File: src/pkg/pause_tx_pkg.sv
// constants and types shared by the pause transmit control block
// assumes one transmit clock domain; no other package is required

package pause_tx_pkg;

    ////////////////////////////////////////////////////////////////////////
    // channel layout: eight priorities plus one global channel
    localparam int NUM_CH = 9;
    localparam int NUM_PRIO = 8;
    localparam logic [3:0] GLOBAL_CH = 4'h8;
    localparam int QUANTA_W = 16;
    localparam int CH_IDX_W = 4;

    // least time the requester holds each request bit, in tx clock cycles
    localparam int REQ_HOLD_CYCLES = 16;

    ////////////////////////////////////////////////////////////////////////
    // register port
    localparam int ADDR_W = 8;
    localparam int DATA_W = 32;
    localparam logic [7:0] OFF_CTRL = 8'h00;
    localparam logic [7:0] OFF_STATUS = 8'h04;
    localparam logic [7:0] OFF_MASK = 8'h08;
    localparam logic [7:0] OFF_ACTIVE = 8'h0C;
    localparam logic [7:0] OFF_PENDING = 8'h10;

    // field positions and reset values
    localparam int CTRL_ENABLE_BIT = 0;
    localparam logic CTRL_ENABLE_RESET = 1'b1;
    localparam logic [8:0] STATUS_RESET = 9'h000;
    localparam logic [8:0] MASK_RESET = 9'h000;

    ////////////////////////////////////////////////////////////////////////
    // frame launcher states
    typedef enum logic [0:0] {
        ST_IDLE = 1'b0,
        ST_BUSY = 1'b1
    } send_state_t;

endpackage

File: src/core/refresh_timer.sv
// retransmission interval counter for one pause channel
// assumes run, restart and interval come from logic on ref_clk

`timescale 1ns/100ps
`default_nettype none

module refresh_timer (
    input wire logic ref_clk, // transmit clock
    input wire logic rst, // synchronous reset, active high
    input wire logic ce, // clock enable, freezes state when low
    input wire logic run, // channel is being requested
    input wire logic restart, // count again from zero
    input wire logic [15:0] interval, // cycles between refreshes, 0 = off
    output logic expire // one-cycle pulse when interval elapsed
);

    typedef struct packed {
        logic [15:0] count;
        logic expire;
    } timer_state_t;

    timer_state_t s;
    timer_state_t next_s;

    ////////////////////////////////////////////////////////////////////////
    // counting; a zero interval disables refresh rather than spinning
    always_comb begin
        next_s = s;
        next_s.expire = 1'b0;
        if (restart || !run) begin
            next_s.count = 16'h0000;
        end else if (interval != 16'h0000) begin
            if (s.count >= 16'(interval - 16'h0001)) begin
                next_s.count = 16'h0000;
                next_s.expire = 1'b1;
            end else begin
                next_s.count = 16'(s.count + 16'h0001);
            end
        end
    end

    // state register
    always_ff @(posedge ref_clk) begin
        if (rst) begin
            s <= '0;
        end else if (ce) begin
            s <= next_s;
        end
    end

    assign expire = s.expire;

endmodule

`default_nettype wire

File: src/core/pause_frame_tx_control.sv
// transmit pause control: turns per-channel pause requests into pause
// frame launches towards the mac transmitter, with periodic refresh
// assumes all inputs are on ref_clk and the mac reports frame completion
// register map, all fields in the low bits, upper bits read as zero:
//   control at offset 0x00, bit 0 enables new launches
//   status at 0x04, sticky sent bits, write one to clear
//   mask at 0x08, selects which status bits drive irq
//   active at 0x0C, registered request levels, read only
//   pending at 0x10, channels queued for a frame, read only
// launch timing: a request sampled at one edge is queued at that same edge,
// and the frame port rises one edge after that; valid falls the edge
// after done, together with the sent pulse and the status bit
// limitations: no back-pressure towards the requester, and a frame
// already handed to the mac is never cancelled when its request drops
// all inputs are on ref_clk: there are no synchronisers, so the mac
// and the requester must share this clock
// the clock enable freezes timers too, so refresh spacing is counted
// in enabled cycles only

`timescale 1ns/100ps
`default_nettype none

module pause_frame_tx_control (
    input wire logic ref_clk, // transmit clock, 50 MHz
    input wire logic rst, // synchronous reset, active high
    input wire logic ce, // clock enable, freezes state when low
    input wire logic [8:0] tx_pause_request, // per-channel pause request
    input wire logic [15:0] tx_pause_quanta_prio0, // quanta, priority 0
    input wire logic [15:0] tx_pause_quanta_prio1, // quanta, priority 1
    input wire logic [15:0] tx_pause_quanta_prio2, // quanta, priority 2
    input wire logic [15:0] tx_pause_quanta_prio3, // quanta, priority 3
    input wire logic [15:0] tx_pause_quanta_prio4, // quanta, priority 4
    input wire logic [15:0] tx_pause_quanta_prio5, // quanta, priority 5
    input wire logic [15:0] tx_pause_quanta_prio6, // quanta, priority 6
    input wire logic [15:0] tx_pause_quanta_prio7, // quanta, priority 7
    input wire logic [15:0] tx_pause_quanta_global, // quanta, global
    input wire logic [15:0] tx_pause_refresh_interval_prio0, // refresh, p0
    input wire logic [15:0] tx_pause_refresh_interval_prio1, // refresh, p1
    input wire logic [15:0] tx_pause_refresh_interval_prio2, // refresh, p2
    input wire logic [15:0] tx_pause_refresh_interval_prio3, // refresh, p3
    input wire logic [15:0] tx_pause_refresh_interval_prio4, // refresh, p4
    input wire logic [15:0] tx_pause_refresh_interval_prio5, // refresh, p5
    input wire logic [15:0] tx_pause_refresh_interval_prio6, // refresh, p6
    input wire logic [15:0] tx_pause_refresh_interval_prio7, // refresh, p7
    input wire logic [15:0] tx_pause_refresh_interval_global, // refresh, glob
    input wire logic tx_pause_resend_pulse, // re-send frames of all active requests
    output logic [8:0] tx_pause_sent, // one-cycle pulse per sent frame
    input wire logic tx_frame_in_flight, // mac is sending another packet
    output logic pause_frame_valid, // pause frame requested from mac
    output logic pause_frame_global, // frame is a global pause
    output logic [2:0] pause_frame_prio, // priority of a priority frame
    output logic [15:0] pause_frame_quanta, // quanta to place in frame
    input wire logic pause_frame_done, // mac finished the pause frame
    input wire logic [7:0] reg_addr, // register byte address
    input wire logic [31:0] reg_wdata, // register write data
    input wire logic reg_wr, // register write strobe
    input wire logic reg_rd, // register read strobe
    output logic [31:0] reg_rdata, // read data, cycle after strobe
    output logic irq // level interrupt
);

    ////////////////////////////////////////////////////////////////////////
    // state of the block in one record, except the refresh timer counters
    // st: launcher state; req_q: request sampled last edge
    // due: channels queued; cur: channel of the frame on the port
    // frame_*: frame port outputs, held until done
    // sent: one-cycle sent pulses; status and mask: interrupt pair
    // rdata: read data, zero outside the read cycle
    typedef struct packed {
        pause_tx_pkg::send_state_t st;
        logic [8:0] req_q;
        logic [8:0] due;
        logic [3:0] cur;
        logic frame_valid;
        logic frame_global;
        logic [2:0] frame_prio;
        logic [15:0] frame_quanta;
        logic [8:0] sent;
        logic enable;
        logic [8:0] status;
        logic [8:0] mask;
        logic [31:0] rdata;
        logic irq;
    } ctl_state_t;

    ctl_state_t s;
    ctl_state_t next_s;

    // per-channel views of the inputs and timer handshakes
    logic [8:0][15:0] quanta_arr;
    logic [8:0][15:0] interval_arr;
    logic [8:0] expire;
    logic [8:0] restart;

    ////////////////////////////////////////////////////////////////////////
    // helpers
    // register address match, shared by the read and write decode
    function automatic logic reg_hit(input logic [7:0] addr,
                                     input logic [7:0] off);
        reg_hit = (addr == off);
    endfunction

    // fixed order rather than round robin: the global frame halts all
    // traffic, so it must never wait behind a priority frame; a busy
    // low index can still starve a higher index until it drops
    // global first, then the lowest priority index
    function automatic logic [3:0] pick_channel(input logic [8:0] due);
        logic [3:0] ch;
        ch = 4'h0;
        for (int i = pause_tx_pkg::NUM_PRIO - 1; i >= 0; i--) begin
            if (due[i]) begin
                ch = 4'(i);
            end
        end
        if (due[pause_tx_pkg::GLOBAL_CH]) begin
            ch = pause_tx_pkg::GLOBAL_CH;
        end
        pick_channel = ch;
    endfunction

    ////////////////////////////////////////////////////////////////////////
    // packed arrays let the launcher index quanta by channel number
    // per-channel inputs gathered into arrays, index 8 is the global one
    assign quanta_arr = {tx_pause_quanta_global,
                         tx_pause_quanta_prio7, tx_pause_quanta_prio6,
                         tx_pause_quanta_prio5, tx_pause_quanta_prio4,
                         tx_pause_quanta_prio3, tx_pause_quanta_prio2,
                         tx_pause_quanta_prio1, tx_pause_quanta_prio0};
    assign interval_arr = {tx_pause_refresh_interval_global,
                           tx_pause_refresh_interval_prio7,
                           tx_pause_refresh_interval_prio6,
                           tx_pause_refresh_interval_prio5,
                           tx_pause_refresh_interval_prio4,
                           tx_pause_refresh_interval_prio3,
                           tx_pause_refresh_interval_prio2,
                           tx_pause_refresh_interval_prio1,
                           tx_pause_refresh_interval_prio0};

    ////////////////////////////////////////////////////////////////////////
    // one refresh timer per channel; the counter restarts on a new
    // request, on each launch of its frame, and on a resend pulse
    // a zero interval keeps the timer idle, so a channel without refresh
    // is sent once per request edge and once per resend pulse only
    genvar gi;
    generate
        for (gi = 0; gi < pause_tx_pkg::NUM_CH; gi++) begin : g_timer
            assign restart[gi] = tx_pause_resend_pulse
                || (tx_pause_request[gi] && !s.req_q[gi])
                || (s.st == pause_tx_pkg::ST_IDLE && next_s.frame_valid
                    && next_s.cur == 4'(gi));
            refresh_timer u_timer (
                .ref_clk(ref_clk),
                .rst(rst),
                .ce(ce),
                .run(s.req_q[gi]),
                .restart(restart[gi]),
                .interval(interval_arr[gi]),
                .expire(expire[gi])
            );
        end
    endgenerate

    ////////////////////////////////////////////////////////////////////////
    // next-state logic
    always_comb begin
        logic [8:0] rise;
        logic [8:0] due_set;
        logic [8:0] launch_mask;
        logic [3:0] ch;
        next_s = s;
        rise = 9'h000;
        due_set = 9'h000;
        launch_mask = 9'h000;
        ch = 4'h0;
        next_s.sent = 9'h000;
        next_s.req_q = tx_pause_request;

        // a fresh request, an elapsed interval or a resend queue a frame;
        // the requester's minimum hold time makes one edge per request
        rise = tx_pause_request & ~s.req_q;
        due_set = rise | (expire & s.req_q);
        if (tx_pause_resend_pulse) begin
            due_set = due_set | s.req_q;
        end

        // the pick is made from the registered queue, so a request seen
        // this edge can launch no earlier than the next one; this costs a
        // cycle but keeps the priority encoder off the input path
        // launcher: never preempts a packet already on the wire
        case (s.st)
            pause_tx_pkg::ST_IDLE: begin
                if (s.enable && !tx_frame_in_flight && (s.due != 9'h000)) begin
                    ch = pick_channel(s.due);
                    launch_mask = 9'h001 << ch;
                    next_s.cur = ch;
                    next_s.frame_valid = 1'b1;
                    next_s.frame_global = (ch == pause_tx_pkg::GLOBAL_CH);
                    next_s.frame_prio = ch[2:0];
                    next_s.frame_quanta = quanta_arr[ch];
                    next_s.st = pause_tx_pkg::ST_BUSY;
                end
            end
            pause_tx_pkg::ST_BUSY: begin
                // done is only honoured while the frame stands on the port
                if (pause_frame_done) begin
                    next_s.sent[s.cur] = 1'b1;
                    next_s.frame_valid = 1'b0;
                    next_s.st = pause_tx_pkg::ST_IDLE;
                end
            end
            default: begin
                // unreachable with one state bit, kept for safety
                next_s.st = pause_tx_pkg::ST_IDLE;
                next_s.frame_valid = 1'b0;
            end
        endcase

        // a set in the launch cycle survives; a dropped request wins
        next_s.due = ((s.due & ~launch_mask) | due_set)
                     & tx_pause_request;

        // writes act at the edge that samples the strobe; an unmapped
        // offset matches nothing and is silently dropped
        // register writes; status is write-one-to-clear
        next_s.status = s.status;
        if (reg_wr) begin
            if (reg_hit(reg_addr, pause_tx_pkg::OFF_CTRL)) begin
                next_s.enable = reg_wdata[pause_tx_pkg::CTRL_ENABLE_BIT];
            end
            if (reg_hit(reg_addr, pause_tx_pkg::OFF_STATUS)) begin
                next_s.status = s.status & ~reg_wdata[8:0];
            end
            if (reg_hit(reg_addr, pause_tx_pkg::OFF_MASK)) begin
                next_s.mask = reg_wdata[8:0];
            end
        end
        // hardware set beats a clear in the same cycle
        next_s.status = next_s.status | next_s.sent;

        // unmapped offsets read as zero so software can probe the map
        // read data valid only in the cycle after the strobe
        next_s.rdata = 32'h0000_0000;
        if (reg_rd) begin
            if (reg_hit(reg_addr, pause_tx_pkg::OFF_CTRL)) begin
                next_s.rdata[pause_tx_pkg::CTRL_ENABLE_BIT] = s.enable;
            end else if (reg_hit(reg_addr, pause_tx_pkg::OFF_STATUS)) begin
                next_s.rdata[8:0] = s.status;
            end else if (reg_hit(reg_addr, pause_tx_pkg::OFF_MASK)) begin
                next_s.rdata[8:0] = s.mask;
            end else if (reg_hit(reg_addr, pause_tx_pkg::OFF_ACTIVE)) begin
                next_s.rdata[8:0] = s.req_q;
            end else if (reg_hit(reg_addr, pause_tx_pkg::OFF_PENDING)) begin
                next_s.rdata[8:0] = s.due;
            end
        end

        // irq follows the next state so it moves with status and mask
        next_s.irq = |(next_s.status & next_s.mask);
    end

    ////////////////////////////////////////////////////////////////////////
    // reset ignores the clock enable so a frozen block can still be
    // brought back to a known state; enable comes back set so requests
    // work without any register access
    // state register; clock enable freezes everything
    always_ff @(posedge ref_clk) begin
        if (rst) begin
            s <= '0;
            s.enable <= pause_tx_pkg::CTRL_ENABLE_RESET;
            s.status <= pause_tx_pkg::STATUS_RESET;
            s.mask <= pause_tx_pkg::MASK_RESET;
        end else if (ce) begin
            s <= next_s;
        end
    end

    ////////////////////////////////////////////////////////////////////////
    // nothing here is combinational, so the mac and the register master
    // see clean flop outputs with a full cycle of slack
    // outputs, all straight from the state register
    assign tx_pause_sent = s.sent;
    assign pause_frame_valid = s.frame_valid;
    assign pause_frame_global = s.frame_global;
    assign pause_frame_prio = s.frame_prio;
    assign pause_frame_quanta = s.frame_quanta;
    assign reg_rdata = s.rdata;
    assign irq = s.irq;

endmodule

`default_nettype wire

File: config.mk
export PLATFORM = sky130hd
export DESIGN_NAME = pause_frame_tx_control
export DESIGN_NICKNAME = d
export VERILOG_FILES = /design/src/pkg/pause_tx_pkg.sv /design/src/core/refresh_timer.sv /design/src/core/pause_frame_tx_control.sv
export SDC_FILE = /design/constraint.sdc
export NUM_CORES = 1
export LEC_CHECK = 0
export BUFFER_PORTS_ARGS = -buffer_cell sky130_fd_sc_hd__buf_2
export CAP_MARGIN = 20
export CORE_ASPECT_RATIO = 2
export CORE_MARGIN = 2
export CORE_UTILIZATION = 51
export CTS_CLUSTER_SIZE = 10
export DETAILED_ROUTE_END_ITERATION = 8
export PLACE_DENSITY = 0.9
export SLEW_MARGIN = 20
export SYNTH_ARGS = -nofsm -noshare
export SYNTH_HDL_FRONTEND = slang
export SYNTH_HIERARCHICAL = 1
export SYNTH_SLANG_ARGS = --single-unit
File: constraint.sdc
create_clock -name ref_clk -period 3.1 [get_ports ref_clk]
set_input_delay 0.155 -clock ref_clk [delete_from_list [all_inputs] [get_ports ref_clk]]
set_output_delay 0.155 -clock ref_clk [all_outputs]
set_load 0.03 [all_outputs]
Word level (Yosys, flattened, before mapping). Index checks and enable logic that the tools add are counted.

Input bits: 345. Output and inout port bits: 63. Bits in registers: 235.

Reductions and logical operators: 92. $add $sub $neg: 18. Order comparisons: 12. Bitwise gates (word level): 14. Shift-type cells: 1. Equal/unequal tests: 13. Multiplexer cells: 82.

Operator list (number): 2-to-1 mux 16 bit (19); 2-to-1 mux 17 bit (9); adder 16 x 1 -> 16 bit, second input constant (9); >= comparator 16 bit (9); nonzero test 16 bit (9); subtractor 16 x 1 -> 16 bit, second input constant (9); 2-to-1 mux 9 bit (12); binary-select mux 16 bit (select 4 bit) (1); bitwise AND 9 bit (6); 2-to-1 mux 4 bit (11); bitwise OR 9 bit (4); logical OR 1 bit (27); NOT 9 bit (3); 2-to-1 mux 25 bit (1); 2-to-1 mux 1 bit (23); logical AND 1 bit (22); 2-to-1 mux 18 bit (1); AND reduction 2 bit (9); nonzero test 2 bit (9); equality test 4 x 3 -> 1 bit, second input constant (4); equality test 8 x 4 -> 1 bit, second input constant (2); zero test 1 bit (10); less-than comparator 4 x 5 -> 1 bit, second input constant (2); nonzero test 9 bit (1); other kinds (16) (20).

Depth between registers and ports, before layout. Gate-level depths: netlist of the first run.

Word-level depth: 21. Mapped depth: 15. Mapped depth without buffers: 14.

Modules after synthesis. The synthesis of the first run kept the hierarchy.

By module, submodules not included: refresh_timer (g_timer[2].u_timer ...) (area each 1488.9 µm², cells an instance 174, instances 5); pause_frame_tx_control (area each 5706.7 µm², cells an instance 771, instances 1); refresh_timer (g_timer[7].u_timer) (area each 1644.1 µm², cells an instance 181, instances 1); refresh_timer (g_timer[0].u_timer) (area each 1472.7 µm², cells an instance 180, instances 1); refresh_timer (g_timer[1].u_timer) (area each 1441.4 µm², cells an instance 179, instances 1); refresh_timer (g_timer[8].u_timer) (area each 1417.6 µm², cells an instance 169, instances 1).

Worst setup path after synthesis of the first run. Ideal clock, no wire load.

Path type: input -> register. Start: input tx_pause_refresh_interval_global[0]. End: register g_timer[8].u_timer/s[10] (netlist name). Required time: 3.036 ns. Stages on the path: 15. Path slack: -0.242 ns. Buffers on the path: 1. Arrival: 3.278 ns. Library setup time: 0.064 ns. Cell sequence: inv_1 -> ha_1 -> or4b_4 -> nor4_4 -> inv_1 -> or3_1 -> xor2_1 -> ha_1 -> nand4_1 -> nor2_1 -> a32o_1 -> or3_1 -> o22a_4 -> buf_6 -> nor2_1.

Word-level cells in the longest chain between the ends: 5. Elaborated cells between the ends (all ways): 8. Classes of those cells: add/sub: 1; order compare: 1; mux: 3; reduce/logical: 3.

Ends and longest elaborated chain: start, declared (line pause_frame_tx_control.sv:45) `input wire logic [15:0] tx_pause_refresh_interval_global,`; subtractor 16 x 1 -> 16 bit (line refresh_timer.sv:33) `if (s.count >= 16'(interval - 16'h0001)) begin`; >= comparator 16 bit (line refresh_timer.sv:33); 2-to-1 mux 16 bit (line refresh_timer.sv:33); 2-to-1 mux 17 bit (line refresh_timer.sv:32) `end else if (interval != 16'h0000) begin`; 2-to-1 mux 16 bit (line refresh_timer.sv:30) `if (restart || !run) begin`; end signal, assigned (line refresh_timer.sv:47) `s <= next_s;`; end, declared (line refresh_timer.sv:22) `timer_state_t s;`.

Parallel ways exist; a longest one is shown, timed or not. The select of a mux whose other input is x is not followed. A chain may end at the register's enable or synchronous reset.

==> impl_results.md, run 1 <==
- Minimum clock period: 3.07 ns
- Area contributors post-synth: dfxtp_1, ha_1, xnor2_1, xor2_1, nand2_1
- CTS max path bufs: 3
- Pin count of the biggest net entering global routing: 99
- Post-synth cell types: 104
- Drt drc: 0
- Fin. Hold Viols: 0
- F_max: 325 MHz
- Adder-Cell Fraction of Synth Area: 0.106
- Fill cells: 3046
- Number of global-route vias before repair: 21132
- Status: complete, no violations
- Primary FF master, synth: dfxtp_1
- Finished Cell Area: 0.0233 mm2
- First-pass GRT wire length: 103000 um
- GR Overflow Total: 0
- Tot Pwr: 7.68 mW
- Asr flop ratio synth: 0
- DP HPWL: 49900 um
- R2R depth: 8
- Setup Viol. Count Final: 0
- Utilization after layout: 0.627
- P_int: 5.31 mW
- Startpoint types: flop
- Layout Skew: 0.0139 ns
- Simple-Gate Fraction of Synth Area: 0.263
- Area growth syn-to-layout: 21.9%
- Layout cells sized above 1: 0.234
- Pleak: 9.49 nW
- Flop pwr share: 0.406
- RSZ-0062 raised after global routing: yes
- VDD IR max: 413 uV
- Clock network fraction of total power: 0.360
- Wire length per cell: 20.3 um
- Die Span X: 141 um
- Synth cell count leaders: dfxtp_1, nand2_1, a21oi_1
- Hold Path Class: primary input to flop
- Area after DPL: 0.0220 mm2
- GRT Total Usage: 0.327
- Synth Warn #: 6
- Largest family of logic cells by synthesized area: simple AND/OR/NAND/NOR gates
- Placeable core area: 0.0372 mm2
- Sw power: 2.37 mW
- Mux contribution to synthesized area: 0.0111
- WHS: 0.000167 ns
- # rows: 100
- Sw frac: 0.309
- Pwr Density: 329 mW/mm2
- Compound-Gate Fraction of Synth Area: 0.208
- Yosys top cell by area: dfxtp_1
- Setup_tns: 0 ns
- Root buffer cell: clkbuf_16
- CTS tree: done
- Placed insts: 3212
- CP Max Fanout: 22
- Worst endpoint data arrival time: 3.51 ns
- CP Capture Type: flop
- CP required: 3.54 ns
- Clock slew at reported path FFs: 0.06 ns
- Slew HR: 0.332
- Via count: 20656
- Port bufs: 361
- DIE HEIGHT: 278 um
- Hold path depth: 3
- DRT antenna net count: 0
- Area share of the largest cell type after synthesis: 0.246
- Total wire length: 66900 um
- Syn Inst Count: 2350
- Yosys reg bits: 235
- Seq/Total Area, Yosys: 0.246
- Clock sink count: 235
- H-tree levels: 1
- XOR/XNOR Fraction of Synth Area: 0.104
- Fin crit share: 0.992
- Drt first-iter violations: 1430
- Setup WS post-layout: 0.0259 ns
- Number of synthesized flops with an enable pin: 0
- Gpl congestion: 0.978
- Worst-Skew Late Latency: 0.55 ns
- Vias/cell: 6.27
- IO Pins: 408
- Gate power share: 0.235
- CTS Buf Count: 27
- Initial core utilization: 0.515
- Initial antenna violation count: 11
- Slew @ Worst Pin: 1.00 ns
- Final Max Tran Viols: 0
- Die area: 0.0392 mm2
- Place WS: -0.439 ns
- Max-Cap Viols: 0
- Syn Area/Cell: 8.14 um2
- DRT Pass-1 Iters: 7
- Post-layout net count: 3328
- Critical path class: flop to flop
- Mapped Area: 0.0191 mm2
- Most common cell in the netlist: dfxtp_1
- Non-filler instance count after layout: 3293
path summary, 6_finish.rpt:
kind,slack (ns),from,to
hold reg to reg,0.45,pause_frame_prio[2],pause_frame_prio[2]
hold / removal,0.0002,tx_pause_quanta_prio0[9],pause_frame_quanta[9]
setup / recovery,0.03,s[94],pause_frame_quanta[13]
setup reg to reg,0.03,s[94],pause_frame_quanta[13]
layout make-up:
type                            instances  area [um2]  share of cell area
Multi-Input combinational cell       1907       13500               0.578
Sequential cell                       235        4700               0.202
Timing Repair Buffer                  558        3470               0.149
Clock buffer                           29         683              0.0293
Tap cell                              459         574              0.0246
Inverter                               92         360              0.0155
Antenna cell                           12        30.0             0.00129
Clock inverter                          1        5.00            0.000215
metal layers:
layer / vias up / routed length, um / share of wire / track usage
li1: 9566 / - / - / -
met1: 9654 / 22100 / 0.33 / 0.307
met2: 1070 / 34400 / 0.51 / 0.610
met3: 366 / 4690 / 0.070 / 0.0615
met4: 0 / 5660 / 0.085 / 0.255
met5: - / 0 / 0 / 0
cells in the final DEF (no fill, tap or decap), drive strengths merged, types with 12 or more instances in the layout:
| master | n |
|---|---|
| a2111oi | 24 |
| a211oi | 37 |
| a21oi | 174 |
| a221o | 27 |
| a22o | 24 |
| a22oi | 12 |
| and2 | 14 |
| and3 | 39 |
| and4 | 26 |
| buf | 522 |
| clkbuf | 29 |
| conb | 23 |
| dfxtp | 235 |
| diode | 12 |
| dlygate4sd3 | 36 |
| ha | 162 |
| inv | 90 |
| mux2i | 20 |
| nand2 | 232 |
| nand2b | 40 |
| nand3 | 94 |
| nand4 | 75 |
| nor2 | 168 |
| nor2b | 43 |
| nor3 | 110 |
| nor3b | 13 |
| nor4 | 36 |
| o211ai | 33 |
| o21ai | 68 |
| o41ai | 21 |
| or3 | 14 |
| xnor2 | 123 |
| xor2 | 104 |
power by group through the flow:
stage | clock, mW | combinational (mW) | sequential (mW)
final | 2.76 | 1.80 | 3.11
after global routing | 2.91 | 1.94 | 3.12
after CTS | 2.79 | 1.74 | 3.11
after detailed placement | 0 | 1.68 | 3.17
after global placement | 0 | 1.63 | 3.17
after floorplan | 0 | 0.953 | 3.16
kinds of logic (layout without fill, tap and decap cells):
family	count (synthesis)	count (layout)
AND/OR/NAND/NOR	939	940
AO/OA/AOI/OAI	534	534
flip-flops	235	235
buffers and inverters	231	680
XOR/XNOR	227	227
adder cells (fa/ha/maj)	162	162
multiplexers	21	21
other	1	35
state kept, by name (all words and copies together) (netlist names):
name / cells
tx_pause_sent: 9
pause_frame_quanta: 16
s: 42
pause_frame_global: 1
reg_rdata: 9
g_timer.u_timer/expire: 9
pause_frame_valid: 1
g_timer.u_timer/s: 144
irq: 1
pause_frame_prio: 3
what timing repair did:
action                                 CTS  global route
setup endpoints to repair                5           104
resized for setup                        2            26
buffers inserted                         0             2
pin swaps                                0             4
hold buffers                            36             0
endpoints found under the hold margin   47             0
gates cloned                             0             1
worst max-delay path, cell delays in order (launching register included):
cell	delay [ns]
dfxtp_1	0.43
buf_4	0.44
nor2_1	0.19
o21a_1	0.17
buf_4	0.25
a221o_1	0.39
a221o_1	0.27
dlygate4sd3_1	0.58
a41o_1	0.23
Note: power is estimated with default switching activity, not from simulation.
==> run 2: changes to the inputs <==
Settings changed: ABC_AREA from default to 1, CORE_UTILIZATION 51 to 62, PLACE_DENSITY 0.9 to 0.95.
Clock period 3.1 ns to 3.6 ns, I/O delays scaled along.
==> run 2 against run 1 <==
Compared with the run above:
- maximum frequency down 1.6%
- die area down 6.8%
- design area up 3.8%
- sequential share of layout area down 0.73 points
- flip-flop and latch count unchanged
- sequential power down 12%
- count of clock-buffer cells in the layout unchanged
- critical endpoint is now g_timer[7].u_timer/s[12]
- largest cell class unchanged
- largest power group unchanged
==> impl_results.md, run 2 <==
- Place WS: 0.391 ns
- Setup bufs post-CTS: 0
- Fin. Hold Viols: 0
- Yosys top cell by area: dfxtp_1
- Fin crit share: 0.868
- Syn Inst Count: 3414
- CP Max Fanout: 11
- Most common cell in the netlist: nand2_1
- F_max: 320 MHz
- Layout Skew: 0.0124 ns
- Synth cell count leaders: nand2_1, inv_1, nor2_1
- H-tree levels: 1
- P_int: 4.57 mW
- Initial core utilization: 0.630
- Placed insts: 4111
- Root buffer cell: clkbuf_16
- Pleak: 12.1 nW
- Worst-Skew Late Latency: 0.54 ns
- Yosys reg bits: 235
- First-pass GRT wire length: 105000 um
- R2R setup slack: 0.48 ns
- Area share of the largest cell type after synthesis: 0.217
- Minimum clock period: 3.12 ns
- Multi-input logic area: 0.0140 mm2
- CTS tree: done
- Finished Cell Area: 0.0242 mm2
- Wire length per cell: 16.0 um
- Post-layout net count: 4233
- Area after DPL: 0.0232 mm2
- Hold Path Class: primary input to flop
- VDD IR max: 331 uV
- Non-filler instance count after layout: 4182
- Most common cell after layout, fill and taps aside: nand2_1
- Pwr Density: 284 mW/mm2
- CTS Buf Count: 27
- CP cell instances: nor2_1 > inv_2 > nor2_2 > nand2_2 > nand2_4 > nor2_1 > o21bai_1 > nand3b_1 > o21ai_0 > nor2_1 > nand2_1 > o21ai_4 > o21ai_0 > nor2_1
- Fill cells: 2880
- Critical path class: flop to flop
- Crit path max-delay cell type: nor2_1
- CTS max path bufs: 3
- Most flops, register: g_timer.u_timer/s
- Worst endpoint data arrival time: 3.61 ns
- Flop pwr share: 0.400
- Seq/Total Area, Yosys: 0.217
- Slowest stage delay, CP: 0.44 ns
- CP required: 4.08 ns
- DRT Pass-1 Iters: 6
- Flip-flop and latch area: 0.00470 mm2
- Sw power: 2.29 mW
- GRT Total Usage: 0.361
- CP Capture Type: flop
- Number of synthesized flops with an enable pin: 0
- Asr flop ratio synth: 0
- Uppermost layer routed: met5
- Die Span X: 136 um
- Final Max Tran Viols: 0
- Max-Cap Viols: 0
- GR Overflow Total: 0
- Vias/cell: 5.62
- Gpl congestion: 0.986
- Crit-path most repeated cell: nor2_1
- Status: complete, no violations
- DP HPWL: 52400 um
- RSZ-0062 raised after global routing: no
- Die area: 0.0365 mm2
- IO Pins: 408
- Setup Viol. Count Final: 0
- Gate power share: 0.252
- Total wire length: 67000 um
- Routed met2 length: 34500 um
- Slew HR: 0.458
- Layout cells sized above 1: 0.171
- Synth Warn #: 6
- Mapped Area: 0.0216 mm2
- Clock sink count: 235
- Area contributors post-synth: dfxtp_1, nand2_1, ha_1, inv_1, nor2_1
- Largest register FFs: 144
- Number of global-route vias before repair: 23048
- Primary FF master, synth: dfxtp_1
- Placeable core area: 0.0344 mm2
- Drt drc: 0
- Syn Area/Cell: 6.34 um2
- Via count: 23482
- # rows: 96
- M1 wire length: 20900 um
- Setup WS post-layout: 0.476 ns
- Post-synth cell types: 50
- Startpoint types: flop
- Port bufs: 361
- Met3 wire len: 4570 um
- Clock network fraction of total power: 0.348
- DIE HEIGHT: 268 um
- Area growth syn-to-layout: 11.8%
- DRT antenna net count: 0
- Most frequent cells in the layout: nand2_1, inv_1, nor2_1
- Setup_tns: 0 ns
- Initial antenna violation count: 13
- Drt first-iter violations: 1294
- Pin count of the biggest net entering global routing: 84
- Slew @ Worst Pin: 0.814 ns
- Clock slew at reported path FFs: 0.06 ns
- Sw frac: 0.334
run 2: changes by cell type in the layout (fill, tap and decap cells not counted), moves of 32 or more:
cell | previous run | this run
nand3_1 | 93 | 242
buf_4 | 155 | 20
nand2_2 | 1 | 33
nor2_1 | 165 | 434
inv_1 | 88 | 490
nor2_2 | 1 | 60
nor2b_1 | 41 | 0
nand2b_1 | 38 | 0
o21ai_2 | 4 | 45
o21ai_0 | 55 | 130
nand2_1 | 230 | 786
and3_1 | 39 | 0
xnor2_1 | 123 | 45
nor3_1 | 103 | 68
run 2: cell type report:
cell class,instances,area share
Sequential cell,235,0.194
Multi-Input combinational cell,2540,0.579
Clock buffer,29,0.0282
Tap cell,441,0.0228
Antenna cell,13,0.00134
Inverter,516,0.0818
Timing Repair Buffer,406,0.0917
Clock inverter,2,0.000569
run 2: cell families after synthesis:
logic type                 count (synthesis)  share of synthesized area
DFF                                      235                      0.217
AOI/OAI and AO/OA                        419                      0.115
other                                      1                   0.000173
and+or+nand+nor                         1790                      0.375
xor gates and xnor gates                 146                     0.0591
adders and majority gates                162                     0.0937
buffers and inverters                    661                      0.139
run 2: power groups by stage:
stage / logic [mW] / clock network (mW) / registers, mW
6_report: 1.73 / 2.39 / 2.75
5_1_grt: 1.89 / 2.52 / 2.75
4_1_cts: 1.68 / 2.42 / 2.74
3_3_place_gp: 1.61 / 0 / 2.80
2_1_floorplan: 1.14 / 0 / 2.78
3_5_place_dp: 1.65 / 0 / 2.80
run 2: per-stage QoR:
stage                     hold slack, ns  utilization  total power, mW
after global placement             0.434        0.675             4.41
after CTS                        0.00989        0.703             6.85
after detailed placement           0.441        0.675             4.45
after floorplan                    0.252            -             3.93
final                             0.0325        0.704             6.86
after global routing              0.0481        0.704             7.16
run 2: worst paths after layout:
path,startpoint,end,depth (start not counted)
max reg2reg,s[88],g_timer[7].u_timer/s[12],14
min reg2reg,pause_frame_global,pause_frame_global,2
min,reg_wdata[8],s[41],5
max,s[88],g_timer[7].u_timer/s[12],14
run 2: critical path, delay by kind of cell (launching register included):
family	cells	cell delay, ns
AOI/OAI and AO/OA	4	0.92
and+or+nand+nor	9	1.75
buffers and inverters	1	0.06
DFF	1	0.34
run 2: what timing repair did:
action | 4_1_cts | 5_1_grt
hold endpoints to repair | 30 | 0
hold buffers | 27 | 0
resized for setup | 0 | 0
run 2: layer usage:
metal  GRT usage  up-vias
met2       0.677     1100
met4       0.354        2
li1            -    11471
met5           0        -
met1       0.307    10534
met3      0.0640      375
==> run 3: changes to the inputs <==
Settings changed: CORE_ASPECT_RATIO 2 to default, CTS_BUF_LIST from default to sky130_fd_sc_hd__clkbuf_16.
==> run 3 against run 2 <==
Compared with the run above:
- flip-flop and latch count stayed put
- worst hold slack worse by 0.00081 ns
- register-to-register slack hardly changed
- critical endpoint is now g_timer[8].u_timer/s[12]
- setup slack better by 0.014 ns
- sequential power hardly changed
- die area is 0.25% lower
- maximum frequency is 0.44% higher
- global-route usage is 2.7 points lower
- clock power is 12% higher
- non-clock buffer count stayed put
- largest cell class unchanged
- first-iteration DRC count is 60% higher
- critical path type unchanged
==> impl_results.md, run 3 (same netlist as run 2, synthesis figures left out) <==
- Largest register FFs: 144
- Most flops, register: g_timer.u_timer/s
- Clock sink count: 235
- GR Overflow Total: 0
- Hold Path Class: primary input to flop
- Initial core utilization: 0.628
- Pleak: 12.1 nW
- RSZ-0062 raised after global routing: no
- DIE HEIGHT: 191 um
- H-tree levels: 1
- Total wire length: 63000 um
- Minimum clock period: 3.11 ns
- Flip-flop and latch area: 0.00470 mm2
- Hold Path End: s[35]
- Clock network fraction of total power: 0.375
- CTS tree: done
- Multi-input logic area: 0.0140 mm2
- Startpoint types: flop
- Pin count of the biggest net entering global routing: 84
- Slew HR: 0.412
- Root buffer cell: clkbuf_16
- Cts hold-fix bufs: 29
- Initial antenna violation count: 18
- First-pass GRT wire length: 100000 um
- Setup bufs post-CTS: 0
- Tot Pwr: 7.11 mW
- Placeable core area: 0.0345 mm2
- Gpl congestion: 0.952
- Setup_tns: 0 ns
- Final Max Tran Viols: 0
- Layout Skew: 0.0150 ns
- Most frequent cells in the layout: nand2_1, inv_1, nor2_1
- IO Pins: 408
- Worst-Skew Late Latency: 0.54 ns
- CP Max Fanout: 13
- Flop pwr share: 0.386
- Fin crit share: 0.864
- DRT antenna net count: 0
- Vias/cell: 5.49
- Post-layout net count: 4235
- DRT Pass-1 Iters: 6
- Area growth syn-to-layout: 12.6%
- Slew @ Worst Pin: 0.883 ns
- Die Span X: 191 um
- Number of global-route vias before repair: 21364
- Setup Viol. Count Final: 0
- P_int: 4.81 mW
- GRT Total Usage: 0.334
- HP Start: reg_wdata[2]
- Most common cell after layout, fill and taps aside: nand2_1
- Via count: 23134
- Critical R2R Capture: g_timer[8].u_timer/s[12]
- CP Capture Type: flop
- Layout cells sized above 1: 0.171
- R2R setup slack: 0.49 ns
- Port bufs: 361
- FF-to-FF Start: s[89]
- CTS max path bufs: 3
- Die area: 0.0364 mm2
- Drt first-iter violations: 2075
- CTS Buf Count: 29
- Hold path depth: 5
- Pwr Density: 292 mW/mm2
- Critical path class: flop to flop
- Fill cells: 2754
- Status: complete, no violations
- Fin. Hold Viols: 0
- Non-filler instance count after layout: 4212
- Placed insts: 4123
- VDD IR max: 348 uV
- Wire length per cell: 15.0 um
- # rows: 68
- F_max: 321 MHz
- Worst endpoint data arrival time: 3.59 ns
- Clock slew at reported path FFs: 0.06 ns
- Sw frac: 0.323
- Max-Cap Viols: 0
- Drt drc: 0
- R2R depth: 17
- DP HPWL: 47300 um
- Gate power share: 0.239
- CP required: 4.08 ns
- Sw power: 2.29 mW
- CTS resizes: 0
[run 3: changes by cell type in the layout (fill, tap and decap cells not counted), sizes merged]
cell,previous run,this run
buf,379,377
clkinv,2,7
dlygate4sd3,27,29
diode,13,18
inv,516,520
bufinv,0,2
[run 3: cell type report]
type	count	share of cell area
Sequential cell	235	0.193
Inverter	516	0.0812
Multi-Input combinational cell	2540	0.575
Tap cell	455	0.0234
Clock buffer	29	0.0298
Timing Repair Buffer	406	0.0912
Antenna cell	18	0.00185
Clock inverter	13	0.00442
[run 3: metal layers]
metal | global-route usage | wire length, um | share of wire | vias to the layer above
met1 | 0.373 | 24000 | 0.38 | 10253
met5 | 0 | 26 | 0.00041 | -
met3 | 0.0521 | 4490 | 0.071 | 273
li1 | - | - | - | 11513
met2 | 0.581 | 29800 | 0.47 | 1091
met4 | 0.236 | 4590 | 0.073 | 4
[run 3: power by group through the flow]
stage          clock (mW)  combinational, mW  sequential [mW]
2_1_floorplan           0               1.14             2.78
3_3_place_gp            0               1.58             2.79
4_1_cts              2.70               1.66             2.74
6_report             2.67               1.70             2.74
3_5_place_dp            0               1.62             2.80
5_1_grt              2.81               1.86             2.75
[run 3: worst max path at each step]
stage	startpoint	endpoint	slack, ns	cells after the start
6_report	s[89]	g_timer[8].u_timer/s[12]	0.49	17
5_1_grt	s[88]	g_timer[0].u_timer/s[12]	0.28	14
4_1_cts	s[88]	g_timer[0].u_timer/s[12]	0.58	14
3_5_place_dp	tx_pause_refresh_interval_prio5[2]	g_timer[5].u_timer/s[12]	0.51	16
3_3_place_gp	tx_pause_refresh_interval_global[0]	g_timer[8].u_timer/s[12]	0.62	17
2_1_floorplan	tx_pause_refresh_interval_prio0[0]	g_timer[0].u_timer/s[14]	1.15	19
[run 3: per-stage QoR]
| step | utilization | setup slack [ns] | cell area (um2) | hold slack (ns) |
|---|---|---|---|---|
| after floorplan | - | 1.15 | 21700 | 0.252 |
| after detailed placement | 0.673 | 0.506 | 23200 | 0.443 |
| after global placement | 0.673 | 0.623 | 23200 | 0.445 |
| final | 0.707 | 0.490 | 24400 | 0.0316 |
| after global routing | 0.707 | 0.277 | 24400 | 0.0657 |
| after CTS | 0.706 | 0.585 | 24300 | 0.0132 |
[run 3: critical path, cell delays in order (launching register included)]
cell and delay (ns):
dfxtp_1 0.35, nor2_1 0.29, inv_2 0.06, nor2_2 0.17, nand2_2 0.08, nand2_4 0.12, nand2_1 0.06, o21ai_1 0.15
nor2_1 0.09, nand3_1 0.07, o21ai_0 0.10, nor2_1 0.35, nand4_2 0.15, nand2_2 0.24, inv_2 0.17, o21ai_2 0.27
o21ai_0 0.18, nor2_1 0.11
